<file path="src/inc/cam_pkg.sv">
// shared constants for the capture/compare counter array
package cam_pkg;
	localparam int unsigned NUM_MOD        = 4;
	localparam int unsigned ADR_W          = 8;
	// register byte offsets
	localparam logic [7:0]  OFS_CTRL       = 8'h00;
	localparam logic [7:0]  OFS_PRESCALE   = 8'h04;
	localparam logic [7:0]  OFS_COUNTER    = 8'h08;
	localparam logic [7:0]  OFS_FLAGS      = 8'h0c;
	localparam logic [3:0]  MOD_BLK_FIRST  = 4'h1;
	localparam logic [3:0]  OFS_MODE       = 4'h0;
	localparam logic [3:0]  OFS_CMP_LOW    = 4'h4;
	localparam logic [3:0]  OFS_CMP_HIGH   = 4'h8;
	localparam logic [3:0]  OFS_AUX        = 4'hc;
	// mode, aux and control register field positions
	localparam int unsigned MB_IRQ_EN      = 0;
	localparam int unsigned MB_PWM         = 1;
	localparam int unsigned MB_TOGGLE      = 2;
	localparam int unsigned MB_MATCH       = 3;
	localparam int unsigned MB_FALL        = 4;
	localparam int unsigned MB_RISE        = 5;
	localparam int unsigned MB_CMP         = 6;
	localparam int unsigned AUX_ACTIVE_BIT = 0;
	localparam int unsigned AUX_BUF_BIT    = 1;
	localparam int unsigned CTRL_RUN_BIT   = 0;
	// reset values and the low byte's top value
	localparam logic [6:0]  RST_MODE       = 7'h00;
	localparam logic [7:0]  RST_CMP        = 8'h00;
	localparam logic [1:0]  RST_AUX        = 2'h0;
	localparam logic [15:0] RST_COUNTER    = 16'h0000;
	localparam logic [7:0]  RST_PRESCALE   = 8'h00;
	localparam logic [7:0]  LOW_BYTE_TOP   = 8'hff;
endpackage

</file>
<file path="src/inc/cam_ch_if.sv">
// signals between the register/counter core and one compare/capture module
`timescale 1ns/1ps
interface cam_ch_if;
	logic [15:0] cnt;
	logic        tick;
	logic        adv;
	logic        wr_mode;
	logic        wr_low;
	logic        wr_high;
	logic        wr_aux;
	logic [7:0]  wdata;
	logic [6:0]  mode;
	logic [7:0]  low;
	logic [7:0]  high;
	logic [1:0]  aux;
	logic        evt;
	logic        pin_raw;
	logic        pin_o;
	logic        pin_oe;
	modport core (output cnt, tick, adv, wr_mode, wr_low, wr_high, wr_aux, wdata, pin_raw,
		input mode, low, high, aux, evt, pin_o, pin_oe);
	modport chan (input cnt, tick, adv, wr_mode, wr_low, wr_high, wr_aux, wdata, pin_raw,
		output mode, low, high, aux, evt, pin_o, pin_oe);
endinterface

</file>
<file path="src/rtl/cam_top.sv">
// capture/compare counter array: shared counter, four modules, wishbone registers
//
// How it works
// (RULE1) rising pin edge captures sixteen-bit counter
// (RULE2) falling pin edge captures sixteen-bit counter
// (RULE3) both enables capture on either edge
// (RULE4) capture copies counter bytes into compare registers
// (RULE5) interrupt when flag and its enable set
// (RULE6) compare plus match: software timer sets flag
// (RULE7) toggle, match, compare bits select fast output
// (RULE8) fast output inverts pin on each match
// (RULE9) all mode bits clear means no operation
// (RULE10) pwm needs pwm and compare bits only
// (RULE11) all pwm outputs share one counter frequency
// (RULE12) pin low while low byte below compare
// (RULE13) reload active value when low byte wraps
// (RULE14) buffered ninth bit is aux bit one
// (RULE15) duty equals one minus buffered over 256
// (RULE16) flag set by hardware, cleared by software
// (RULE17) active ninth bit is aux bit zero
// (RULE18) software starts and stops counter with run
// (RULE19) matches evaluated once per counter increment
// (RULE20) pins synchronised before edge detection
//
// Design decisions made here: the placing of the registers and register access over Wishbone.
`timescale 1ns/1ps
module cam_top #(
	parameter int unsigned NUM_MOD = cam_pkg::NUM_MOD
) (
	// clock and reset
	input  wire logic               clk_i,
	input  wire logic               rst_i,
	// wishbone slave
	input  wire logic               cyc_i,
	input  wire logic               stb_i,
	input  wire logic               we_i,
	input  wire logic [7:0]         adr_i,
	input  wire logic [3:0]         sel_i,
	input  wire logic [31:0]        dat_i,
	output logic      [31:0]        dat_o,
	output logic                    ack_o,
	// module pins
	input  wire logic [NUM_MOD-1:0] module_external_pin_i,
	output logic      [NUM_MOD-1:0] module_external_pin_o,
	output logic      [NUM_MOD-1:0] module_external_pin_oe_o,
	// interrupt request
	output logic                    module_irq_o
);
	if (NUM_MOD < 1 || NUM_MOD > 4) begin : g_bad_num
		$error("NUM_MOD must be 1 to 4");
	end

	////////////////////////////////////////////////////////////////////////
	// state
	logic               ack_q;
	logic [31:0]        dat_q;
	logic               run_q;
	logic [7:0]         prescale_q;
	logic [7:0]         div_q;
	logic [15:0]        counter_q;
	logic               tick_q;
	logic               adv_q;
	logic [NUM_MOD-1:0] flag_q;
	logic [NUM_MOD-1:0] flag_d;
	logic               irq_q;

	cam_ch_if chs [NUM_MOD] ();

	////////////////////////////////////////////////////////////////////////
	// bus decode
	wire       req      = cyc_i & stb_i & ~ack_q;
	wire       wr       = req & we_i;
	wire       lane0    = sel_i[0];
	wire       lane1    = sel_i[1];
	wire       hit_ctrl = adr_i == cam_pkg::OFS_CTRL;
	wire       hit_pre  = adr_i == cam_pkg::OFS_PRESCALE;
	wire       hit_cnt  = adr_i == cam_pkg::OFS_COUNTER;
	wire       hit_flg  = adr_i == cam_pkg::OFS_FLAGS;
	wire [3:0] blk      = adr_i[7:4];
	wire [3:0] sub      = adr_i[3:0];
	wire [3:0] blk_idx  = blk - cam_pkg::MOD_BLK_FIRST;
	wire       hit_blk  = (blk >= cam_pkg::MOD_BLK_FIRST)
		&& ({28'h0, blk_idx} < NUM_MOD);

	// per-module readback and events gathered for the mux
	logic [6:0]         mode_a [NUM_MOD];
	logic [7:0]         low_a  [NUM_MOD];
	logic [7:0]         high_a [NUM_MOD];
	logic [1:0]         aux_a  [NUM_MOD];
	logic [NUM_MOD-1:0] evt_v;
	logic [NUM_MOD-1:0] irq_en_v;

	////////////////////////////////////////////////////////////////////////
	// modules
	for (genvar g = 0; g < NUM_MOD; g++) begin : g_mod
		wire mine = hit_blk && (blk_idx == 4'(g)) && wr && lane0;
		assign chs[g].cnt     = counter_q;        // one counter for all [RULE11]
		assign chs[g].tick    = tick_q;
		assign chs[g].adv     = adv_q;
		assign chs[g].wdata   = dat_i[7:0];
		assign chs[g].wr_mode = mine && (sub == cam_pkg::OFS_MODE);
		assign chs[g].wr_low  = mine && (sub == cam_pkg::OFS_CMP_LOW);
		assign chs[g].wr_high = mine && (sub == cam_pkg::OFS_CMP_HIGH);
		assign chs[g].wr_aux  = mine && (sub == cam_pkg::OFS_AUX);
		assign chs[g].pin_raw = module_external_pin_i[g];
		assign mode_a[g]      = chs[g].mode;
		assign low_a[g]       = chs[g].low;
		assign high_a[g]      = chs[g].high;
		assign aux_a[g]       = chs[g].aux;
		assign evt_v[g]       = chs[g].evt;
		assign irq_en_v[g]    = chs[g].mode[cam_pkg::MB_IRQ_EN];
		assign module_external_pin_o[g]    = chs[g].pin_o;
		assign module_external_pin_oe_o[g] = chs[g].pin_oe;
		cam_channel u_chan (
			.clk_i (clk_i),
			.rst_i (rst_i),
			.ch    (chs[g])
		);
	end

	////////////////////////////////////////////////////////////////////////
	// read mux
	wire [1:0]  ri      = blk_idx[1:0];
	wire [31:0] rd_blk  =
		(sub == cam_pkg::OFS_MODE)     ? {25'h0, mode_a[ri]} :
		(sub == cam_pkg::OFS_CMP_LOW)  ? {24'h0, low_a[ri]} :
		(sub == cam_pkg::OFS_CMP_HIGH) ? {24'h0, high_a[ri]} :
		(sub == cam_pkg::OFS_AUX)      ? {30'h0, aux_a[ri]} : 32'h0;
	wire [31:0] rd_flg  = 32'(flag_q);
	wire [31:0] rd_data =
		hit_ctrl ? {31'h0, run_q} :
		hit_pre  ? {24'h0, prescale_q} :
		hit_cnt  ? {16'h0, counter_q} :
		hit_flg  ? rd_flg :
		hit_blk  ? rd_blk : 32'h0;   // unmapped reads answer zero

	// answer one cycle after the request, then drop
	always_ff @(posedge clk_i) begin
		if (rst_i) begin
			ack_q <= 1'b0;
			dat_q <= 32'h0;
		end else begin
			ack_q <= req;
			if (req && !we_i) dat_q <= rd_data;
		end
	end
	assign ack_o = ack_q;
	assign dat_o = dat_q;

	////////////////////////////////////////////////////////////////////////
	// counter control; software owns the run bit
	always_ff @(posedge clk_i) begin
		if (rst_i) begin
			run_q      <= 1'b0;
			prescale_q <= cam_pkg::RST_PRESCALE;
		end else begin
			if (wr && lane0 && hit_ctrl) run_q <= dat_i[cam_pkg::CTRL_RUN_BIT];  // [RULE18]
			if (wr && lane0 && hit_pre) prescale_q <= dat_i[7:0];
		end
	end

	// prescaler: an increment every prescale+1 cycles while running
	wire div_end = div_q >= prescale_q;   // a smaller prescale written mid-count cannot stall
	wire inc     = run_q & div_end;
	always_ff @(posedge clk_i) begin
		if (rst_i) begin
			div_q <= 8'h00;
		end else if (!run_q || div_end) begin
			div_q <= 8'h00;
		end else begin
			div_q <= div_q + 8'h01;
		end
	end

	// shared counter; bus writes per byte lane, increments win only when not written
	wire wr_cnt = wr && hit_cnt;
	always_ff @(posedge clk_i) begin
		if (rst_i) begin
			counter_q <= cam_pkg::RST_COUNTER;
		end else if (wr_cnt && (lane0 || lane1)) begin
			if (lane0) counter_q[7:0] <= dat_i[7:0];
			if (lane1) counter_q[15:8] <= dat_i[15:8];
		end else if (inc) begin
			counter_q <= counter_q + 16'h0001;
		end
	end

	// tick and adv both mark the cycle after an increment;
	// a stalled counter never re-arms the compare
	always_ff @(posedge clk_i) begin
		if (rst_i) begin
			tick_q <= 1'b0;
			adv_q  <= 1'b0;
		end else begin
			tick_q <= inc & ~wr_cnt;
			adv_q  <= inc & ~wr_cnt;                                             // [RULE19]
		end
	end

	////////////////////////////////////////////////////////////////////////
	// event flags: written zero clears, hardware set wins the same cycle
	wire clr_flg = wr && lane0 && hit_flg;
	always_comb begin
		flag_d = flag_q;
		if (clr_flg) flag_d = flag_q & dat_i[NUM_MOD-1:0];
		flag_d = flag_d | evt_v;                                               // [RULE16]
	end

	always_ff @(posedge clk_i) begin
		if (rst_i) begin
			flag_q <= '0;
			irq_q  <= 1'b0;
		end else begin
			flag_q <= flag_d;
			irq_q  <= |(flag_d & irq_en_v);                                        // [RULE5]
		end
	end
	assign module_irq_o = irq_q;
endmodule

</file>
<file path="src/rtl/cam_channel.sv">
// one compare/capture module: mode decode, capture, match, toggle and pwm
`timescale 1ns/1ps
module cam_channel (
	// clock and reset
	input  wire logic clk_i,
	input  wire logic rst_i,
	// link to the core
	cam_ch_if.chan    ch
);
	logic [6:0] mode_q;
	logic [7:0] low_q;
	logic [7:0] high_q;
	logic [1:0] aux_q;
	logic       s1_q, s2_q, s3_q;
	logic       evt_q, pin_q, oe_q;

	// mode decode
	wire cmp_en   = mode_q[cam_pkg::MB_CMP];
	wire rise_en  = mode_q[cam_pkg::MB_RISE];
	wire fall_en  = mode_q[cam_pkg::MB_FALL];
	wire mat_en   = mode_q[cam_pkg::MB_MATCH];
	wire tog_en   = mode_q[cam_pkg::MB_TOGGLE];
	wire pwm_en   = mode_q[cam_pkg::MB_PWM];
	wire cap_mode = (rise_en | fall_en) & ~mat_en & ~tog_en & ~pwm_en;
	wire hso_mode = cmp_en & mat_en & tog_en & ~rise_en & ~fall_en & ~pwm_en;   // [RULE7]
	wire pwm_mode = cmp_en & pwm_en & ~rise_en & ~fall_en & ~mat_en & ~tog_en;  // [RULE10]
	// all-clear mode: none of these terms can fire
	wire idle     = ~|mode_q;                                                   // [RULE9]

	// edges seen only after two sync flops; s2 vs s3 gives one transition
	wire rise     = s2_q & ~s3_q;                                               // [RULE20]
	wire fall     = ~s2_q & s3_q;
	wire cap_hit  = cap_mode & ((rise & rise_en) | (fall & fall_en));          // [RULE1] [RULE2] [RULE3]
	// match tested once, the cycle after each increment
	wire equal    = ch.adv & (ch.cnt == {high_q, low_q});                       // [RULE19]
	wire sw_hit   = cmp_en & mat_en & ~pwm_en & ~cap_mode & equal;              // [RULE6]
	wire roll     = ch.tick & (ch.cnt[7:0] == cam_pkg::LOW_BYTE_TOP);
	wire pwm_hi   = {1'b0, ch.cnt[7:0]} >= {aux_q[cam_pkg::AUX_ACTIVE_BIT], low_q}; // [RULE12]

	assign ch.mode   = mode_q;
	assign ch.low    = low_q;
	assign ch.high   = high_q;
	assign ch.aux    = aux_q;
	assign ch.evt    = evt_q;
	assign ch.pin_o  = pin_q;
	assign ch.pin_oe = oe_q;

	// input synchroniser
	always_ff @(posedge clk_i) begin
		s1_q <= ch.pin_raw;
		s2_q <= s1_q;
		s3_q <= s2_q;
	end

	// storage; hardware capture and reload beat a bus write in the same cycle
	always_ff @(posedge clk_i) begin
		if (rst_i) begin
			mode_q <= cam_pkg::RST_MODE;
			low_q  <= cam_pkg::RST_CMP;
			high_q <= cam_pkg::RST_CMP;
			aux_q  <= cam_pkg::RST_AUX;
		end else begin
			if (ch.wr_mode) mode_q <= ch.wdata[6:0];
			if (ch.wr_aux) aux_q <= ch.wdata[1:0];
			if (ch.wr_low) low_q <= ch.wdata;
			if (ch.wr_high) high_q <= ch.wdata;
			if (cap_hit) begin
				low_q  <= ch.cnt[7:0];                                       // [RULE4]
				high_q <= ch.cnt[15:8];
			end else if (pwm_mode && roll) begin
				low_q <= high_q;                                           // [RULE13]
				aux_q[cam_pkg::AUX_ACTIVE_BIT] <= aux_q[cam_pkg::AUX_BUF_BIT];   // [RULE14] [RULE17]
			end
		end
	end

	// events and pin drive
	always_ff @(posedge clk_i) begin
		if (rst_i) begin
			evt_q <= 1'b0;
			pin_q <= 1'b0;
			oe_q  <= 1'b0;
		end else begin
			evt_q <= ~idle & (cap_hit | sw_hit);                              // [RULE16]
			oe_q  <= hso_mode | pwm_mode;
			if (pwm_mode) pin_q <= pwm_hi;                                    // [RULE15]
			else if (hso_mode && equal) pin_q <= ~pin_q;                      // [RULE8]
		end
	end
endmodule

</file>
<file path="config.mk">
export PLATFORM = sky130hd
export DESIGN_NAME = cam_top
export DESIGN_NICKNAME = d
export VERILOG_FILES = /design/src/inc/cam_pkg.sv /design/src/inc/cam_ch_if.sv /design/src/rtl/cam_top.sv /design/src/rtl/cam_channel.sv
export SDC_FILE = /design/constraint.sdc
export NUM_CORES = 1
export LEC_CHECK = 0
export BUFFER_PORTS_ARGS = -buffer_cell sky130_fd_sc_hd__buf_2
export CAP_MARGIN = 5
export CORE_ASPECT_RATIO = 2
export CORE_MARGIN = 4
export CORE_UTILIZATION = 30
export DETAILED_ROUTE_END_ITERATION = 7
export GPL_ROUTABILITY_DRIVEN = 0
export HOLD_SLACK_MARGIN = 0.05
export PLACE_DENSITY = 0.51
export SYNTH_ARGS = -nofsm -noshare
export SYNTH_HDL_FRONTEND = slang
export SYNTH_SLANG_ARGS = --single-unit
</file>
<file path="constraint.sdc">
create_clock -name clk_i -period 3.7 [get_ports clk_i]
set_clock_uncertainty 0.1 [all_clocks]
set_input_delay 1.11 -clock clk_i [delete_from_list [all_inputs] [get_ports clk_i]]
set_output_delay 1.11 -clock clk_i [all_outputs]
set_load 0.03 [all_outputs]
</file>
# == Yosys cells after proc, flatten, opt, wreduce, memory -nomap -nowiden ==
# Index checks and enable logic that the tools add are counted.
# op_classes
n_div,0
bitwise_logic,156
magnitude_cmp,8
shift,0
n_reduce_logical,72
eq_ne,16
mux,66
mul,0
add_sub_neg,3
# ops
cell,n
8-bit 2-to-1 mux,31
1-bit bitwise AND,98
16-bit 2-to-1 mux,5
16-bit == test,4
1-bit logical AND,44
1-bit NOT,38
8-bit by 9-bit >= comparator with 1-bit output,4
8-bit binary-select mux with 2-bit select,2
7-bit OR reduction,4
1-bit 2-to-1 mux,20
2-bit nonzero test,9
16-bit by 1-bit adder with 16-bit output (second input constant),1
8-bit by 4-bit == test with 1-bit output (second input constant),2
1-bit bitwise OR,16
7-bit binary-select mux with 2-bit select,1
7-bit 2-to-1 mux,2
3-bit nonzero test,4
8-bit by 1-bit adder with 8-bit output (second input constant),1
4-bit bitwise AND,2
4-bit by 2-bit == test with 1-bit output (second input constant),2
4-bit == test (second input constant),2
8-bit by 3-bit == test with 1-bit output (second input constant),1
8-bit == test (second input constant),1
8-bit >= comparator,1
other kinds (19),26
# word_totals
inputBits,53
ram_bits,0
memories,0
ff_bits,196
latchBits,0
out_inout_bits,42
elab_cells,375
rom_bits,0

# == Logic depth before layout (Yosys ltp) ==
# logic_depth
ltp_word,14
mapped_depth,11
depth_no_buf,7

# == By module ==
# From an unflattened synthesis, not the netlist that was laid out.
# hier_totals
hier_cells,1282
hier_area_um2,11053.1
# by_module_without_submodules
mod,seq_area_each_um2,instances,cells_each,area_each_um2
cam_channel,620.6,4,191,1681.6
cam_top,1121.1,1,518,4326.6

# == Worst setup path before layout ==
# Ideal clock, no wire load.
# synth_path
kind,input to register
startpoint,in adr_i[4]
endpoint,"reg dat_q[2], in the netlist dat_o[2]"
cell_stages,9
t_required_ns,3.484
slack_ns,0.147
n_path_buf,4
setup_ns,0.116
arrival_time_ns,3.336
path_cell_list,buf_4 > buf_2 > inv_1 > ha_1 > buf_2 > buf_2 > mux4_2 > a211o_1 > a41o_1
# synth_between
elab_chain_cells,13
elab_cells_between_ends,26
cone_classes,add/sub (1); order compare (2); eq/ne (3); mux (17); bitwise (1); reduce/logical (2)
# synth_rtl
item,line,text
start: declaration,cam_top.sv:37,"input wire logic [7:0] adr_i,"
4-bit by 1-bit subtractor with 4-bit output,cam_top.sv:81,wire [3:0] blk_idx = blk - cam_pkg::MOD_BLK_FIRST;
2-bit NOT with 3-bit output (implied by the code),"cam_top.sv:125, cam_top.sv:126, cam_top.sv:127",
8-bit binary-select mux with 2-bit select,cam_top.sv:127,"(sub == cam_pkg::OFS_CMP_HIGH) ? {24'h0, high_a[ri]} :"
8-bit 2-to-1 mux (implied by the code) (2 in a row),cam_top.sv:127,
8-bit 2-to-1 mux,cam_top.sv:127,
8-bit 2-to-1 mux,cam_top.sv:126,"(sub == cam_pkg::OFS_CMP_LOW) ? {24'h0, low_a[ri]} :"
8-bit 2-to-1 mux,cam_top.sv:125,"(sub == cam_pkg::OFS_MODE) ? {25'h0, mode_a[ri]} :"
8-bit 2-to-1 mux,cam_top.sv:135,hit_blk ? rd_blk : 32'h0;
8-bit 2-to-1 mux,cam_top.sv:134,hit_flg ? rd_flg :
16-bit 2-to-1 mux,cam_top.sv:133,"hit_cnt ? {16'h0, counter_q} :"
16-bit 2-to-1 mux,cam_top.sv:132,"hit_pre ? {24'h0, prescale_q} :"
16-bit 2-to-1 mux (*),cam_top.sv:131,"hit_ctrl ? {31'h0, run_q} :"
end signal: assignment,cam_top.sv:144,if (req && !we_i) dat_q <= rd_data;
end: declaration,cam_top.sv:56,logic [31:0] dat_q;
# Every way passes the cells marked *; elsewhere a longest branch is shown, timed or not. The select of a mux whose other input is x is not followed.
# A chain may end at the register's enable or synchronous reset.

# == Final worst setup path ==
# layout_path
startpoint,in adr_i[5]
endpoint,reg g_mod[3].u_chan.high_q[1]
# layout_between
elab_chain_cells,8
elab_cells_between_ends,10
cone_classes,add/sub (1); order compare (2); eq/ne (1); reduce/logical (6)
# layout_rtl
item,line,text
4-bit by 1-bit subtractor with 4-bit output,cam_top.sv:81,
4-bit by 3-bit less-than comparator with 1-bit output,cam_top.sv:83,"&& ({28'h0, blk_idx} < NUM_MOD);"
1-bit logical AND,cam_top.sv:83,
1-bit logical AND (*) (3 in a row),cam_top.sv:96,wire mine = hit_blk && (blk_idx == 4'(g)) && wr && lane0;
1-bit logical AND (*),cam_top.sv:103,assign chs[g].wr_high = mine && (sub == cam_pkg::OFS_CMP_HIGH);
2-bit nonzero test (no line) (*),n/a,
end signal: assignment,cam_channel.sv:60,high_q <= cam_pkg::RST_CMP;
end signal: assignment,cam_channel.sv:66,if (ch.wr_high) high_q <= ch.wdata;
end signal: assignment,cam_channel.sv:69,high_q <= ch.cnt[15:8];
end: declaration,cam_channel.sv:12,logic [7:0] high_q;
# Every way passes the cells marked *; elsewhere a longest branch is shown, timed or not.

==> impl_metrics.env <==
export IMPL_fin_setup_tns_ns=0
export IMPL_drtPass1Iterations=5
export IMPL_cts_buffer_depth=2
export IMPL_finalSetupViolations=0
export IMPL_grt_first_pass_wirelength_mm=65.14
export IMPL_finalCritPeriodShare_pct=79.68
export IMPL_num_antenna_cells=0
export IMPL_ir_drop_mv=0.2488
export IMPL_dieArea_um2=40830
export IMPL_netlist_area_um2=11240
export IMPL_hold_class="register to register"
export IMPL_p_leak_nw=4.691
export IMPL_path_clk_slew_ns=0.08
export IMPL_fin_area_um2=12610
export IMPL_htreeDepth=4
export IMPL_crit_path_top_delay_cell="and4_1"
export IMPL_worstHoldStart="g_mod[0].u_chan.s1_q$_DFF_P_"
export IMPL_cp_arrival_ns=3.22
export IMPL_max_cap_viol_count=0
export IMPL_cts_tree="built"
export IMPL_slowest_delay_ns=0.68
export IMPL_synth_edff_count=0
export IMPL_fmax_mhz=339.2
export IMPL_critPathTopFamily="simple AND/OR/NAND/NOR gates"
export IMPL_total_power_mw=4.139
export IMPL_rrSetupSlack_ns=0.82
export IMPL_fin_nets=1353
export IMPL_grt_pass1_vias=10020
export IMPL_start_util_pct=30.26
export IMPL_status="complete, no violations"
export IMPL_final_max_slew_viol_count=0
export IMPL_cts_hold_fix_buffers=0
export IMPL_cp_required_ns=3.97
export IMPL_placed_area_um2=12020
export IMPL_ys_warn_count=0
export IMPL_ys_flop_type="dfxtp_1"
export IMPL_dr_first_iter_drc_count=740
export IMPL_cp_end_kind="register"
export IMPL_clock_latency_ns=0.46
export IMPL_period_needed_ns=2.948
export IMPL_r2r_start="chs[0].cnt[7]$_SDFFE_PP0P_"
export IMPL_cts_root_buffer="clkbuf_16"
export IMPL_clock_sinks=180
export IMPL_worstHoldPathCells=0
export IMPL_fp_dieH_um=281.8
export IMPL_die_x_um=144.9
export IMPL_slew_headroom_pct=26.41
export IMPL_synth_yosys_seq_area_share_pct=32.05
export IMPL_port_buffers=60
export IMPL_routed_wl_mm=44.69
export IMPL_antenna_left=0
export IMPL_cp_cell_sequence="buf_2 -> inv_1 -> ha_1 -> nor2_1 -> a31o_1 -> buf_12 -> and4_1 -> mux2i_1 -> a211oi_1"
export IMPL_ios=95
export IMPL_vias=10170
export IMPL_postCtsSetupRepairBufs=0
export IMPL_power_per_cell_area_nw_per_um2=328.3
export IMPL_crit_buf_inv=3
export IMPL_cts_buffers=17
export IMPL_grtUsageTotal_pct=21.80
export IMPL_syn_area_per_cell_um2=9.179
export IMPL_final_fill_count=3815
export IMPL_hpwl_mm=34.55
export IMPL_coreArea_um2=37160
export IMPL_synth_seq_cells=180
export IMPL_rsz0062_at_grt="no"
export IMPL_drc=0
export IMPL_rows=100
export IMPL_antenna_found_initial=0
export IMPL_crit_cells=9
export IMPL_netlist_instances=1225
export IMPL_ys_types=88
export IMPL_tightest_slew_ns=1.094
export IMPL_syn2layout_area_growth_pct=12.12
export IMPL_wl_per_cell_um=25.90
export IMPL_hold_viol_final=0
export IMPL_rr_worst_depth=5
export IMPL_grt_ovfl_total=0
export IMPL_crit_type="input port to register"
export IMPL_crit_start="adr_i[5]"
export IMPL_whs_ns=0.2304
export IMPL_start_kind="input port"
export IMPL_viasPerCell=5.893
export IMPL_synthArstFlopShare_pct=0
export IMPL_drive_gt1_share_pct=19.04
export IMPL_grt_start_max_net_pins=107
export IMPL_path_max_fanout=19
export IMPL_cts_resized_gates=0
## area by class of cell
type                            instances  area [um2]  area share, %
Timing Repair Buffer                  110       744.5          5.905
Clock inverter                         15       162.7          1.290
Tap cell                              459       574.3          4.555
Sequential cell                       180        3603          28.58
Multi-Input combinational cell        884        6872          54.51
Clock buffer                           17       425.4          3.374
Inverter                               60       225.2          1.786
## cells in the mapped netlist (14+ instances only)
| cell | n | area, um2 |
|---|---|---|
| dfxtp_1 | 180 | 3603 |
| nor2_1 | 121 | 454.2 |
| mux2i_1 | 78 | 780.8 |
| o21ai_0 | 64 | 320.3 |
| inv_1 | 57 | 214.0 |
| clkbuf_1 | 51 | 191.4 |
| ha_1 | 47 | 588.1 |
| a211oi_1 | 44 | 330.3 |
| nand2_1 | 44 | 165.2 |
| a21oi_1 | 39 | 195.2 |
| a22oi_1 | 37 | 277.8 |
| nand3_1 | 36 | 180.2 |
| a221oi_2 | 31 | 465.5 |
| xor2_1 | 31 | 271.5 |
| buf_4 | 30 | 225.2 |
| mux4_2 | 25 | 563.0 |
| buf_2 | 24 | 120.1 |
| a31oi_1 | 15 | 93.84 |
| nor3_1 | 15 | 75.07 |
| nor4_1 | 15 | 93.84 |
| nand4_1 | 14 | 87.58 |
## sequential cells by signal, indices dropped and copies added (netlist names)
signal and count:
g_mod.u_chan.s3_q 4, chs.cnt 16, ack_o 1, g_mod.u_chan.ch.low 32, g_mod.u_chan.ch.high 32, module_irq_o 1
prescale_q 8, g_mod.u_chan.ch.evt 4, run_q 1, adv_q 1, g_mod.u_chan.ch.pin_oe 4, flag_q 4
dat_o 16, div_q 8, g_mod.u_chan.ch.pin_o 4, g_mod.u_chan.s2_q 4, g_mod.u_chan.s1_q 4, g_mod.u_chan.ch.mode 28
g_mod.u_chan.ch.aux 8
## layout by cell type (no fill, tap or decap), types with 13 or more instances in the layout
master and instances:
nor2_1 121, conb_1 16, buf_2 59, mux4_2 25, a21oi_1 39, nand4_1 14
nor4_1 15, xor2_1 31, inv_1 57, a221oi_2 31, nand2_1 44, ha_1 47
nand3_1 36, buf_4 45, or4_1 13, clkbuf_16 17, nor3_1 15, a22oi_1 37
dfxtp_1 180, mux2i_1 78, a31oi_1 15, o21ai_0 64, a211oi_1 44
## layer usage
metal / wire, um / up-vias / global-route usage, %
met3: 1910 / 163 / 2.953
met4: 5104 / 0 / 21.19
met5: 0 / - / 0
met2: 22540 / 433 / 37.77
li1: - / 4620 / -
met1: 15140 / 4949 / 21.44
## through the flow
step | setup slack (ns) | instances | utilization, %
finish | 0.7520 | 1725 | 33.93
global route | 0.6316 | 1725 | 33.93
CTS | 0.8144 | 1725 | 33.93
detailed placement | 0.3302 | 1693 | 32.34
global placement | 0.3544 | 1693 | 32.34
floorplan | 0.1473 | 1240 | -
## cell families (layout without fill, tap and decap cells)
group,count (synthesis),in the layout,share of synthesized area [%]
multiplexers,104,104,12.05
buffers and inverters,176,202,7.622
flip-flops,180,180,32.05
AND/OR/NAND/NOR,354,354,17.84
adder cells (fa/ha/maj),47,47,5.230
XOR/XNOR,41,41,3.193
AO/OA/AOI/OAI,322,322,21.99
other,1,16,0.03335
## power breakdown
| part | switching, mW | internal (mW) |
|---|---|---|
| clock | 0.965 | 0.908 |
| combinational | 0.221 | 0.0915 |
| sequential | 0.00847 | 1.95 |
## worst paths after layout
path / to
max reg2reg: g_mod[3].u_chan.ch.low[7]$_SDFFE_PP0P_
min reg2reg: g_mod[0].u_chan.s2_q$_DFF_P_
max: g_mod[3].u_chan.ch.high[1]$_SDFFE_PP0P_
min: g_mod[0].u_chan.s2_q$_DFF_P_
Note: power is estimated with default switching activity, not from simulation.
